<file path="src/rtl/tw_pkg.sv">
package tw_pkg;

  // Fixed upper five bits of the device bus address
  localparam logic [4:0] DEV_ADDR_HI = 5'h0A;
  // Read/write bit values in the address byte
  localparam logic RW_WRITE = 1'h0;
  localparam logic RW_READ  = 1'h1;

  // System clock period and link timing in ns
  localparam int CLK_NS         = 8;
  localparam int SCL_MIN_PER_NS = 200;  // 5 MHz ceiling on the link clock
  localparam int PHASE_NS       = 50;   // Quarter of one link bit
  localparam int TBUF_NS        = 200;  // Idle gap between STOP and START
  // Cycles per quarter bit, rounded up so every least time holds
  localparam int PHASE_CYC = (PHASE_NS + CLK_NS - 1) / CLK_NS;

  // Byte steps inside a frame
  localparam logic [1:0] STEP_ADDR = 2'h0;
  localparam logic [1:0] STEP_REG  = 2'h1;
  localparam logic [1:0] STEP_DATA = 2'h2;

  // Bit index of the acknowledge slot
  localparam logic [3:0] ACK_BIT = 4'h8;

  // Link sequencer states, one bit apart along the usual path except NEXT to STOP and GAP to IDLE or START
  typedef enum logic [2:0] {
    ST_IDLE  = 3'h0,
    ST_START = 3'h1,
    ST_NEXT  = 3'h3,
    ST_BITS  = 3'h2,
    ST_STOP  = 3'h6,
    ST_GAP   = 3'h7
  } tw_state_e;

endpackage

</file>
<file path="src/rtl/tw_host.sv">
`timescale 1ns/100ps
// Summary of operation
// - First byte after every START is the device address byte.
// - Write frame: address with write bit, register byte, then data bytes.
// - Read starts with a write frame holding only the register byte.
// - Second frame sends address with read bit; first byte is that register.
// - Fast-mode protocol, link clock never above 5 MHz.
// - Master drives the clock push-pull always; no stretching.
// - Master drives the data line high while the link is idle.
// - Inside a frame the data line is driven only while clock is low.
// - Each party owns its own data output enable; never two drivers.
// - Exactly one master and one device; no arbitration.
// - Bytes go MSB first, each followed by an acknowledge bit, low except after the last read byte.
// - Master withholds acknowledge on the last read byte, then STOP.

// Write data buffer between the user and the link sequencer
module tw_fifo #(
  parameter int W     = 8,
  parameter int DEPTH = 8
) (
  input  wire logic         mclk,      // System clock
  input  wire logic         rst,       // Synchronous reset
  input  wire logic         in_valid,  // Producer has a word
  output logic              in_ready,  // Room for a word
  input  wire logic [W-1:0] in_data,   // Word written
  output logic              out_valid, // Word available
  input  wire logic         out_ready, // Consumer takes the word
  output logic      [W-1:0] out_data   // Oldest word
);
  localparam int AW = $clog2(DEPTH);

  logic [W-1:0] mem_q [DEPTH];
  logic [AW:0]  wr_ptr_q;
  logic [AW:0]  rd_ptr_q;

  if (DEPTH < 2 || (1 << AW) != DEPTH) begin : g_chk
    $error("tw_fifo DEPTH must be a power of two, at least 2");
  end

  // Full when pointers differ only in the wrap bit
  assign in_ready  = !((wr_ptr_q[AW] != rd_ptr_q[AW]) && (wr_ptr_q[AW-1:0] == rd_ptr_q[AW-1:0]));
  assign out_valid = (wr_ptr_q != rd_ptr_q);
  assign out_data  = mem_q[rd_ptr_q[AW-1:0]];

  // Storage array
  always_ff @(posedge mclk) begin
    if (in_valid && in_ready) begin
      mem_q[wr_ptr_q[AW-1:0]] <= in_data;
    end
  end

  // Pointers
  always_ff @(posedge mclk) begin
    if (rst) begin
      wr_ptr_q <= '0;
      rd_ptr_q <= '0;
    end else begin
      if (in_valid && in_ready) begin
        wr_ptr_q <= wr_ptr_q + 1'b1;
      end
      if (out_valid && out_ready) begin
        rd_ptr_q <= rd_ptr_q + 1'b1;
      end
    end
  end
endmodule

// Master for the point-to-point two-wire register port
module tw_host import tw_pkg::*; #(
  parameter int LEN_W      = 8,
  parameter int FIFO_DEPTH = 8
) (
  input  wire logic             mclk,         // System clock, 125 MHz
  input  wire logic             rst,          // Synchronous reset, active high
  input  wire logic             cmd_valid,    // Command offered
  output logic                  cmd_ready,    // Sequencer idle, command taken
  input  wire logic             cmd_read,     // 1 read, 0 write
  input  wire logic [7:0]       cmd_reg,      // Register address
  input  wire logic [LEN_W-1:0] cmd_len,      // Data byte count
  input  wire logic             addr_use_pin, // Low address bits from pin
  input  wire logic             addr_pin,     // Pin-selected low address bit
  input  wire logic [1:0]       addr_cfg,     // Configured low address bits
  input  wire logic             wr_valid,     // Write byte offered
  output logic                  wr_ready,     // Buffer has room
  input  wire logic [7:0]       wr_data,      // Write byte
  output logic                  rd_valid,     // Read byte pulse
  output logic      [7:0]       rd_data,      // Read byte
  output logic                  done,         // Command finished pulse
  output logic                  nack,         // Last command got no acknowledge
  output logic                  busy,         // Command in progress
  output logic                  scl_o,        // Link clock, push-pull
  input  wire logic             sda_i,        // Data line level
  output logic                  sda_o,        // Data line drive value
  output logic                  sda_oe        // Data line drive enable
);
  localparam logic [7:0] PH_LAST = 8'(PHASE_CYC - 1);

  if (4 * PHASE_CYC * CLK_NS < SCL_MIN_PER_NS || PHASE_CYC > 256) begin : g_chk
    $error("tw_host phase timing outside link limits");
  end
  if (LEN_W < 1) begin : g_chk_len
    $error("tw_host LEN_W must be at least 1");
  end

  tw_state_e        state_q;
  logic [7:0]       div_q;
  logic [1:0]       phase_q;
  logic [1:0]       step_q;
  logic [3:0]       bit_q;
  logic [7:0]       sh_q;
  logic [LEN_W-1:0] rem_q;
  logic [7:0]       reg_q;
  logic [6:0]       dev_q;
  logic             read_q;
  logic             rd_frame_q;
  logic             tx_q;
  logic             tick;
  logic             last_ph;
  logic             fifo_valid;
  logic             fifo_ready;
  logic [7:0]       fifo_data;

  // Device address from fixed high bits and selectable low bits
  function automatic logic [6:0] dev_addr(input logic use_pin, input logic pin,
                                          input logic [1:0] cfg);
    dev_addr = {DEV_ADDR_HI, (use_pin ? {1'b0, pin} : cfg)};
  endfunction

  tw_fifo #(.W(8), .DEPTH(FIFO_DEPTH)) u_fifo (
    .mclk      (mclk),
    .rst       (rst),
    .in_valid  (wr_valid),
    .in_ready  (wr_ready),
    .in_data   (wr_data),
    .out_valid (fifo_valid),
    .out_ready (fifo_ready),
    .out_data  (fifo_data)
  );

  assign tick      = (div_q == PH_LAST);
  assign last_ph   = tick && (phase_q == 2'h3);
  assign cmd_ready = (state_q == ST_IDLE);
  assign busy      = (state_q != ST_IDLE);
  // Pop a write byte only when a data slot is due; empty buffer stalls the link
  assign fifo_ready = (state_q == ST_NEXT) && (step_q == STEP_DATA) && !rd_frame_q
                      && !read_q && (rem_q != '0);

  // Quarter-bit divider, restarted whenever the clock is parked low or idle
  always_ff @(posedge mclk) begin
    if (rst || state_q == ST_IDLE || state_q == ST_NEXT || tick) begin
      div_q <= '0;
    end else begin
      div_q <= div_q + 8'h01;
    end
  end

  // Quarter-bit phase within the current bit
  always_ff @(posedge mclk) begin
    if (rst || state_q == ST_IDLE || state_q == ST_NEXT) begin
      phase_q <= '0;
    end else if (tick) begin
      phase_q <= phase_q + 2'h1;
    end
  end

  // Frame sequencer
  always_ff @(posedge mclk) begin
    if (rst) begin
      state_q    <= ST_IDLE;
      step_q     <= STEP_ADDR;
      bit_q      <= '0;
      sh_q       <= '0;
      rem_q      <= '0;
      reg_q      <= '0;
      dev_q      <= '0;
      read_q     <= 1'b0;
      rd_frame_q <= 1'b0;
      tx_q       <= 1'b0;
      nack       <= 1'b0;
    end else begin
      case (state_q)
        ST_IDLE: begin
          if (cmd_valid) begin
            reg_q      <= cmd_reg;
            rem_q      <= cmd_len;
            read_q     <= cmd_read;
            dev_q      <= dev_addr(addr_use_pin, addr_pin, addr_cfg);
            rd_frame_q <= 1'b0;
            step_q     <= STEP_ADDR;
            nack       <= 1'b0;
            state_q    <= ST_START;
          end
        end
        ST_START: begin
          if (last_ph) begin
            state_q <= ST_NEXT;
          end
        end
        ST_NEXT: begin
          bit_q <= '0;
          if (step_q == STEP_ADDR) begin
            sh_q    <= {dev_q, (rd_frame_q ? RW_READ : RW_WRITE)};
            tx_q    <= 1'b1;
            step_q  <= rd_frame_q ? STEP_DATA : STEP_REG;
            state_q <= ST_BITS;
          end else if (step_q == STEP_REG) begin
            sh_q    <= reg_q;
            tx_q    <= 1'b1;
            step_q  <= STEP_DATA;
            state_q <= ST_BITS;
          end else if (rem_q == '0 || (read_q && !rd_frame_q)) begin
            state_q <= ST_STOP;
          end else if (rd_frame_q) begin
            rem_q   <= rem_q - 1'b1;
            tx_q    <= 1'b0;
            state_q <= ST_BITS;
          end else if (fifo_valid) begin
            sh_q    <= fifo_data;
            rem_q   <= rem_q - 1'b1;
            tx_q    <= 1'b1;
            state_q <= ST_BITS;
          end
        end
        ST_BITS: begin
          // Capture mid-high; data bits shift in MSB first, the acknowledge bit is not shifted in
          if (tick && phase_q == 2'h2 && bit_q != ACK_BIT) begin
            sh_q <= {sh_q[6:0], sda_i};
          end
          if (last_ph) begin
            if (bit_q != ACK_BIT) begin
              bit_q <= bit_q + 4'h1;
            end else if (tx_q && sda_i) begin
              nack    <= 1'b1;
              state_q <= ST_STOP;
            end else begin
              state_q <= ST_NEXT;
            end
          end
        end
        ST_STOP: begin
          if (last_ph) begin
            state_q <= ST_GAP;
          end
        end
        ST_GAP: begin
          if (last_ph) begin
            if (read_q && !rd_frame_q && !nack) begin
              rd_frame_q <= 1'b1;
              step_q     <= STEP_ADDR;
              state_q    <= ST_START;
            end else begin
              state_q <= ST_IDLE;
            end
          end
        end
        default: state_q <= ST_IDLE;
      endcase
    end
  end

  // Read byte and completion pulses
  always_ff @(posedge mclk) begin
    if (rst) begin
      rd_valid <= 1'b0;
      rd_data  <= '0;
      done     <= 1'b0;
    end else begin
      rd_valid <= (state_q == ST_BITS) && last_ph && (bit_q == ACK_BIT) && !tx_q;
      if ((state_q == ST_BITS) && last_ph && (bit_q == ACK_BIT) && !tx_q) begin
        rd_data <= sh_q;
      end
      done <= (state_q == ST_GAP) && last_ph && !(read_q && !rd_frame_q && !nack);
    end
  end

  // Link pins; the clock is always driven and never waits on the device
  always_ff @(posedge mclk) begin
    if (rst) begin
      scl_o  <= 1'b1;
      sda_o  <= 1'b1;
      sda_oe <= 1'b1;
    end else begin
      case (state_q)
        ST_IDLE, ST_GAP: begin
          scl_o  <= 1'b1;
          sda_o  <= 1'b1;
          sda_oe <= 1'b1;
        end
        ST_START: begin
          scl_o  <= 1'b1;
          sda_o  <= (phase_q < 2'h2);
          sda_oe <= 1'b1;
        end
        ST_NEXT: begin
          scl_o  <= 1'b0;
          sda_o  <= 1'b0;
          sda_oe <= 1'b0;
        end
        ST_BITS: begin
          scl_o <= (phase_q >= 2'h2);
          if (phase_q >= 2'h2) begin
            sda_o  <= 1'b0;
            sda_oe <= 1'b0;
          end else if (bit_q != ACK_BIT) begin
            sda_o  <= sh_q[7];
            sda_oe <= tx_q;
          end else begin
            sda_o  <= (rem_q == '0);
            sda_oe <= !tx_q;
          end
        end
        ST_STOP: begin
          scl_o  <= (phase_q >= 2'h2);
          sda_o  <= 1'b0;
          sda_oe <= 1'b1;
        end
        default: begin
          scl_o  <= 1'b1;
          sda_o  <= 1'b1;
          sda_oe <= 1'b1;
        end
      endcase
    end
  end
endmodule

</file>
<file path="config.mk">
export PLATFORM = sky130hd
export DESIGN_NAME = tw_host
export DESIGN_NICKNAME = d
export VERILOG_FILES = /design/src/rtl/tw_pkg.sv /design/src/rtl/tw_host.sv
export SDC_FILE = /design/constraint.sdc
export NUM_CORES = 1
export LEC_CHECK = 0
export BUFFER_PORTS_ARGS = -buffer_cell sky130_fd_sc_hd__buf_2
export CAP_MARGIN = 20
export CORE_UTILIZATION = 54
export CTS_CLUSTER_SIZE = 28
export DETAILED_ROUTE_END_ITERATION = 6
export HOLD_SLACK_MARGIN = 0.06
export PLACE_DENSITY = 0.8
export SLEW_MARGIN = 20
export SYNTH_ARGS = -nofsm -noshare
export SYNTH_HDL_FRONTEND = slang
export SYNTH_SLANG_ARGS = --single-unit
</file>
<file path="constraint.sdc">
create_clock -name mclk -period 1.9 [get_ports mclk]
set_clock_uncertainty 0.15 [all_clocks]
set_input_delay 0.095 -clock mclk [delete_from_list [all_inputs] [get_ports mclk]]
set_output_delay 0.095 -clock mclk [all_outputs]
set_load 0.05 [all_outputs]
</file>
==> results of run 1 <==
sequential cells by signal, indices dropped and copies added, names as in the netlist, named ones only:
name	cells
rd_data	8
read_q	1
rd_valid	1
scl_o	1
sda_oe	1
dev_q	3
u_fifo.wr_ptr_q	4
step_q	2
u_fifo.mem_q	64
sda_o	1
sh_q	8
state_q	3
reg_q	8
u_fifo.rd_ptr_q	4
nack	1
phase_q	2
rem_q	8
done	1
bit_q	4
div_q	8
rd_frame_q	1
tx_q	1
repair_timing:
item / CTS / global route
gates cloned: 2 / 1
endpoints found under the hold margin: 97 / 0
buffers inserted: 11 / 9
endpoints found under the setup margin: 44 / 56
hold buffers: 33 / 0
resized for setup: 55 / 48
pin swaps: 23 / 23
cells in the mapped netlist, types with 7 or more instances:
cell type / n
dfxtp_1: 74
edfxtp_1: 64
nor2_1: 49
a21oi_1: 39
nand2_1: 36
nor3_1: 23
clkbuf_1: 18
mux4_2: 16
xor2_1: 14
mux2i_1: 13
nand3_1: 13
buf_2: 11
inv_1: 11
o21ai_0: 11
a211oi_1: 10
xnor2_1: 10
ha_1: 9
nand4_1: 9
a2111oi_0: 7
nand2b_1: 7
o22ai_1: 7
worst max-delay path: stages, from the launching register on:
cell and delay [ps]:
dfxtp_1 400, nor2_1 530, o21ai_4 180, buf_6 180, o21ai_4 290, a21oi_2 100, a311oi_1 300
final cells by class:
| cell class | instances | area [µm²] | area share [%] |
|---|---|---|---|
| sequential | 138 | 3430 | 39.0 |
| multi-input combinational | 357 | 3090 | 35.0 |
| timing repair buffer | 183 | 1470 | 16.7 |
| clock buffer | 22 | 497 | 5.64 |
| tap | 140 | 175 | 1.99 |
| clock inverter | 10 | 104 | 1.18 |
| inverter | 11 | 41.3 | 0.469 |
kinds of logic (layout without fill, tap and decap cells):
logic type | Yosys count | after routing
AND/OR/NAND/NOR | 181 | 181
multiplexers | 30 | 30
AO/OA/AOI/OAI | 112 | 113
XOR/XNOR | 24 | 24
adder cells (fa/ha/maj) | 9 | 9
flip-flops | 138 | 138
buffers and inverters | 44 | 226
metal layers:
| metal | up-vias | share of wire (%) | GRT usage [%] |
|---|---|---|---|
| li1 | 2359 | - | - |
| met3 | 121 | 7.3 | 7.89 |
| met4 | 0 | 5.4 | 15.0 |
| met5 | - | 0 | 0 |
| met2 | 329 | 51 | 54.9 |
| met1 | 2617 | 36 | 34.8 |
path summary, 6_finish.rpt:
| path | end | slack (ps) | cells past startpoint |
|---|---|---|---|
| worst max-delay path | sh_q[7] | -330 | 6 |
| worst min-delay path | reg_q[4] | 310 | 4 |
| worst min register to register | reg_q[4] | 320 | 2 |
| worst max register to register | sh_q[7] | -330 | 6 |
power by group:
| part | switching, mW | internal (mW) | leakage, nW |
|---|---|---|---|
| Clock | 1.33 | 2.02 | 0.289 |
| Sequential | 0.0589 | 3.18 | 1.19 |
| Combinational | 0.453 | 0.358 | 1.81 |
| Total | 1.84 | 5.55 | 3.29 |
per-stage QoR:
step                setup TNS (ps)  instances
global placement             -1720        774
CTS                          -2790        852
detailed placement           -3960        774
global route                 -9000        861
finish                       -5880        861
floorplan                   -14640        538
==> results.yml, run 1 <==
sta:
  grt_setup_unrepaired: "true"
  drv_slew: 0
  worst_slack_ps: -333
  max_freq_mhz: 448
  worstMarginPinSlew_ps: 724
  finalCriticalPeriod_ps: 2230
  max_slew_margin_pct: 51.8
  hold_viol_final: 0
  post-route-period-util_pct: 118
  setup_viol: 41
  whs_ps: 308
clocking:
  clk_path_buf_depth: 2
  insertion_delay_ps: 430
  clockRootBuffer: "clkbuf_16"
  cts_tree: "done"
  clk_pin_slew_ps: 60
  cts.sinks: 138
  h-tree-depth: 4
  numCtsBuffers: 17
pwr:
  power_mw: 7.39
  power.density_mw_per_mm2: 839
  p_leak_nw: 3.29
  vdd.ir_drop.worst_mv: 1.30
final_layout:
  insertedDiodeCount: 0
  fillers: 564
  nNetsFinal: 751
  final_cell_area_mm2: 0.00881
  syn2layout_area_growth_pct: 42.9
  finalCoreUtilization_pct: 80.2
  mostFrequentLayoutCell: "buf_4"
  mostFrequentLayoutCells: "80 x buf_4, 64 x edfxtp_1, 58 x dfxtp_1, 50 x buf_2, 42 x nor2_1"
  drive_gt1_share_pct: 40.9
detailed_routing:
  drt_iter0_drc: 500
  ant_nets: 0
  firstDrtPassIters: 5
  drc: 0
  routedWlPerCell_um: 22.7
  num_vias: 5426
  wirelength_mm: 19.6
  avgViaCountPerCell: 6.30
yosys:
  yosysTopAreaCell: "edfxtp_1"
  synth_compound_area_share_pct: 12.7
  synth-seq-cells: 138
  ys_warn_count: 0
  netlist_area_mm2: 0.00617
  syn-mean-instance-area_um2: 11.5
  yosys-top-cells-area: "edfxtp_1 31%, dfxtp_1 24%, mux4_2 5.8%, a21oi_1 3.2%, nor2_1 3.0%"
  synth_xor_area_share_pct: 3.41
  synth_adder_area_share_pct: 1.83
  synth_nets: 581
  netlist.area_leader.share_pct: 31.2
  synthFlopType: "dfxtp_1"
  async_flop_share_pct: 0
  synth_edf_count: 64
  synth_top_family_by_area: "simple AND/OR/NAND/NOR gates"
  synth-simple-area-share_pct: 15.6
  synth_cell_types: 65
  syn_inst: 538
  synthMuxAreaShare_pct: 8.14
  ys_seq_area_share_pct: 55.2
setup_path:
  start_kind: "register"
  cp_max_fo: 6
  critPathRequiredTime_ps: 2070
  path_class: "reg2reg"
  worstReg2RegStart: "read_q"
  end_kind: "register"
  crit_arrival_ps: 2400
  critical_path.startpoint: "read_q"
floorplanning:
  die_area_mm2: 0.0118
  die_x_um: 109
  chipHeight_um: 109
  start_util_pct: 56.1
  rows: 38
  ioPinCount: 51
  coreArea_mm2: 0.0110
global_route:
  gr-total-overflow: 0
  antenna_found_initial: 0
  grt_pass1_wl_mm: 27.0
  grt_usage_pct: 31.0
  grt_max_degree: 66
  grt_pass1_vias: 5378
min_path:
  hp-class: "in2reg"
  min-delay-start: "cmd_reg[4]"
run_status:
  outcome: "complete, but fails checks"
  violations: "setup timing"
flow_run:
  maxCapViolCount: 0
placed_design:
  dpl_worst_slack_ps: -234
  placed_cell_area_mm2: 0.00723
  dp_hpwl_mm: 10.3
  buffer_ports.inserted: 50
  gp_congestion: 0.842
Note: power is estimated with default switching activity, not from simulation.
==> inputs of run 2 (changes only) <==
Settings changed: ABC_CLOCK_PERIOD_IN_PS from default to 1900, HOLD_SLACK_MARGIN 0.06 to 0.12, PLACE_DENSITY 0.8 to default, PLACE_DENSITY_LB_ADDON from default to 0.1.
==> run 2 against run 1 <==
The run still ends with setup timing left. Clock power fell by 3%. Register-to-register slack improved by 170 ps. Final cell count rose by 0.12%. Largest cell class unchanged.
==> results.yml, run 2 (synthesis gave the netlist of run 1 again) <==
run_status:
  outcome: "complete, but fails checks"
  violations: "setup timing"
floorplanning:
  chipHeight_um: 109
  coreArea_mm2: 0.0110
  die_x_um: 109
  rows: 38
  ioPinCount: 51
  start_util_pct: 56.1
  die_area_mm2: 0.0118
setup_path:
  path_class: "reg2reg"
  critPathMostFrequentCell: "a211oi_4"
  crit_chain: "inv_2 -> ha_4 -> nor4b_4 -> buf_4 -> a211oi_4 -> a211oi_4 -> or3_1 -> a221oi_2"
  end_kind: "register"
  critPathRequiredTime_ps: 2080
  cp_max_fo: 4
  slowest_delay_ps: 370
  worstReg2RegStart: "rem_q[1]"
  start_kind: "register"
  critical_path.slowest_cell: "or3_1"
  crit_arrival_ps: 2240
  critical_path.startpoint: "rem_q[1]"
sta:
  max_slew_margin_pct: 63.4
  drv_slew: 0
  whs_ps: 309
  finalCriticalPeriod_ps: 2060
  setup_viol: 19
  max_freq_mhz: 485
  grt_setup_unrepaired: "true"
  post-route-period-util_pct: 108
  worstMarginPinSlew_ps: 549
  worst_slack_ps: -160
  hold_viol_final: 0
clocking:
  clockRootBuffer: "clkbuf_16"
  clk_path_buf_depth: 2
  numCtsBuffers: 17
  insertion_delay_ps: 430
  cts.sinks: 138
  h-tree-depth: 4
  clk_pin_slew_ps: 60
  cts_tree: "done"
detailed_routing:
  drc: 0
  routedWlPerCell_um: 19.1
  wirelength_mm: 16.5
  firstDrtPassIters: 5
  avgViaCountPerCell: 5.85
  ant_nets: 0
  num_vias: 5044
  drt_iter0_drc: 321
final_layout:
  fillers: 662
  syn2layout_area_growth_pct: 42.0
  nNetsFinal: 752
  drive_gt1_share_pct: 39.1
  instances_no_fill: 862
  mostFrequentLayoutCell: "buf_4"
  mostFrequentLayoutCells: "78 x buf_4, 64 x edfxtp_1, 61 x dfxtp_1, 51 x buf_2, 41 x nor2_1"
  insertedDiodeCount: 0
  multi_input_area_mm2: 0.00299
  regArea_mm2: 0.00342
  largest_reg_flops: 64
flow_run:
  maxCapViolCount: 0
min_path:
  min-delay-start: "reg_q[4]"
  hp-class: "reg2reg"
placed_design:
  buffer_ports.inserted: 50
  gp_congestion: 0.844
  dp_hpwl_mm: 10.2
  dp.cells: 775
global_route:
  grt_pass1_wl_mm: 25.4
  gr-total-overflow: 0
  antenna_found_initial: 0
  grt_max_degree: 46
  grt_pass1_vias: 5096
  grt_usage_pct: 29.3
pwr:
  power_mw: 7.27
  p_leak_nw: 3.28
  vdd.ir_drop.worst_mv: 1.06
  power.density_mw_per_mm2: 830
-- run 2: changes by cell type in the layout (fill, tap and decap cells not counted), sizes merged, moves of 3 or more --
cell    previous run  this run
buf              149       152
inv               17        14
clkbuf            23        20
clkinv             1         4
-- run 2: through the flow --
stage | setup TNS (ps) | utilization (%) | worst slack, ps | area, µm²
6_report | -2090 | 79.7 | -160 | 8760
5_1_grt | -3460 | 79.7 | -206 | 8760
4_1_cts | -1090 | 76.9 | -117 | 8440
3_5_place_dp | -3810 | 66.8 | -251 | 7340
3_3_place_gp | -1560 | 66.8 | -123 | 7340
2_1_floorplan | -14640 | - | -266 | 6350
-- run 2: worst max-delay path, delay by kind of cell (launching register included) --
kind,cells,cell delay [ps]
fa+ha+maj,1,160
flops,1,350
buf+inv,2,220
compound gates,3,580
simple gates,2,510
-- run 2: worst paths after layout --
path / cells after the start / slack [ps] / endpoint
setup / recovery: 8 / -160 / rem_q[0]
hold / removal: 2 / 310 / reg_q[4]
setup reg to reg: 8 / -160 / rem_q[0]
hold reg to reg: 2 / 310 / reg_q[4]
-- run 2: layer usage --
metal	routed length [µm]	up-vias	GRT usage (%)
met5	0	-	0
met3	779	34	7.59
met1	6780	2489	34.4
met2	8670	156	50.9
li1	-	2365	-
met4	274	0	11.6
-- run 2: cell type report --
class | count | area share (%)
clock buffer | 20 | 4.99
tap | 140 | 2.00
inverter | 11 | 0.472
multi-input combinational | 356 | 34.2
sequential | 138 | 39.1
clock inverter | 12 | 1.63
timing repair buffer | 185 | 17.6
-- run 2: repair_timing --
item | 4_1_cts | 5_1_grt
endpoints found under the hold margin | 121 | 0
gates cloned | 1 | 0
pin swaps | 18 | 20
hold buffers | 33 | 0
endpoints found under the setup margin | 46 | 112
buffers inserted | 10 | 12
gates resized for setup | 27 | 55
-- run 2: report_power, final --
part | internal (mW) | leakage [nW] | switching (mW)
clock | 1.95 | 0.273 | 1.30
combinational | 0.377 | 1.82 | 0.411
sequential | 3.18 | 1.19 | 0.0447
total | 5.51 | 3.28 | 1.76
==> inputs of run 3 (changes only) <==
Settings changed: CORE_UTILIZATION 54 to 50.
==> run 3 against run 2 <==
The flow still finishes with violations (setup timing). Total power grew 1.5%. Combinational power shrank 7.6%. Utilization shrank 6.7 points. Sequential power is essentially flat. Non-clock buffer count shrank 2. Highest routed layer unchanged.
==> results.yml, run 3 (synthesis gave the netlist of run 1 again) <==
global_route:
  grt_usage_pct: 25.3
  grt_pass1_vias: 4908
  gr-total-overflow: 0
  grt_pass1_wl_mm: 24.5
  antenna_found_initial: 0
  grt_max_degree: 41
detailed_routing:
  ant_nets: 0
  avgViaCountPerCell: 5.64
  firstDrtPassIters: 4
  routedWlPerCell_um: 17.5
  wirelength_mm: 15.2
  drt_iter0_drc: 245
  drc: 0
  num_vias: 4894
final_layout:
  nNetsFinal: 751
  mostFrequentLayoutCells: "86 x buf_4, 64 x edfxtp_1, 58 x dfxtp_1, 50 x buf_2, 43 x nor2_1"
  drive_gt1_share_pct: 40.2
  finalCoreUtilization_pct: 73.0
  final_cell_area_mm2: 0.00877
  largest_reg_flops: 64
  mostFrequentLayoutCell: "buf_4"
  syn2layout_area_growth_pct: 42.2
  insertedDiodeCount: 0
setup_path:
  crit_arrival_ps: 2240
  path_class: "reg2reg"
  start_kind: "register"
  end_kind: "register"
  cp_max_fo: 4
  critPathRequiredTime_ps: 2080
sta:
  worst_slack_ps: -156
  drv_slew: 0
  max_slew_margin_pct: 71.2
  max_freq_mhz: 486
  post-route-period-util_pct: 108
  tns_ps: -2040
  grt_setup_unrepaired: "true"
  hold_viol_final: 0
  finalCriticalPeriod_ps: 2060
  setup_viol: 24
  worstMarginPinSlew_ps: 432
floorplanning:
  rows: 40
  start_util_pct: 51.3
  ioPinCount: 51
  chipHeight_um: 113
  die_x_um: 113
  coreArea_mm2: 0.0120
  die_area_mm2: 0.0128
placed_design:
  buffer_ports.inserted: 50
  dp_hpwl_mm: 10.0
  placed_cell_area_mm2: 0.00731
  gp_congestion: 0.831
clocking:
  clockRootBuffer: "clkbuf_16"
  clk_path_buf_depth: 2
  cts.sinks: 138
  cts_tree: "done"
  clk_pin_slew_ps: 60
  insertion_delay_ps: 430
  h-tree-depth: 4
  numCtsBuffers: 17
flow_run:
  maxCapViolCount: 0
pwr:
  p_leak_nw: 3.28
  vdd.ir_drop.worst_mv: 1.28
  power.density_mw_per_mm2: 842
run_status:
  outcome: "complete, but fails checks"
  violations: "setup timing"
min_path:
  hp-class: "in2reg"
-- run 3: layout make-up --
cell class	instances	area [µm²]
timing repair buffer	183	1460
inverter	11	41.3
fill	846	3240
clock buffer	17	425
multi-input combinational	357	3040
tap	147	184
clock inverter	15	188
sequential	138	3430
-- run 3: path summary, 6_finish.rpt --
kind | startpoint | end | slack [ps] | cells past startpoint
worst min-delay path | cmd_reg[2] | reg_q[2] | 300 | 4
worst max register to register | rem_q[0] | rem_q[0] | -160 | 8
worst max-delay path | rem_q[0] | rem_q[0] | -160 | 8
worst min register to register | dev_q[1] | dev_q[1] | 310 | 2
-- run 3: worst max-delay path, stage by stage (launching register included) --
cell	delay [ps]
dfxtp_2	330
inv_2	50
ha_4	160
nor4b_4	130
buf_4	170
a211oi_4	300
a211oi_4	110
or3_1	370
a221oi_2	200
-- run 3: report_power, final --
part	switching [mW]	total, mW	internal, mW
registers	0.0496	3.23	3.18
logic	0.383	0.728	0.345
clock network	1.33	3.42	2.09
total	1.76	7.38	5.62
-- run 3: routing by layer --
layer	global-route usage, %	wire [µm]	vias to the layer above
met5	0	0	-
met4	9.04	226	0
met3	4.87	501	17
met2	44.5	7970	117
met1	30.9	6490	2397
li1	-	-	2363
-- run 3: repair_timing --
item / in CTS / in global routing
setup buffers: 9 / 5
hold endpoints to repair: 127 / 0
gates resized for setup: 41 / 44
pin swaps: 20 / 21
setup endpoints to repair: 39 / 53
cloned: 1 / 1
hold buffers: 33 / 0
-- run 3: per-stage QoR --
step	instances	worst slack, ps	hold slack (ps)	power [mW]
2_1_floorplan	538	-266	43.9	3.63
3_3_place_gp	789	-173	187	3.86
3_5_place_dp	789	-213	192	3.87
4_1_cts	862	-96.1	289	7.37
5_1_grt	868	-242	312	7.61
6_report	868	-156	303	7.38
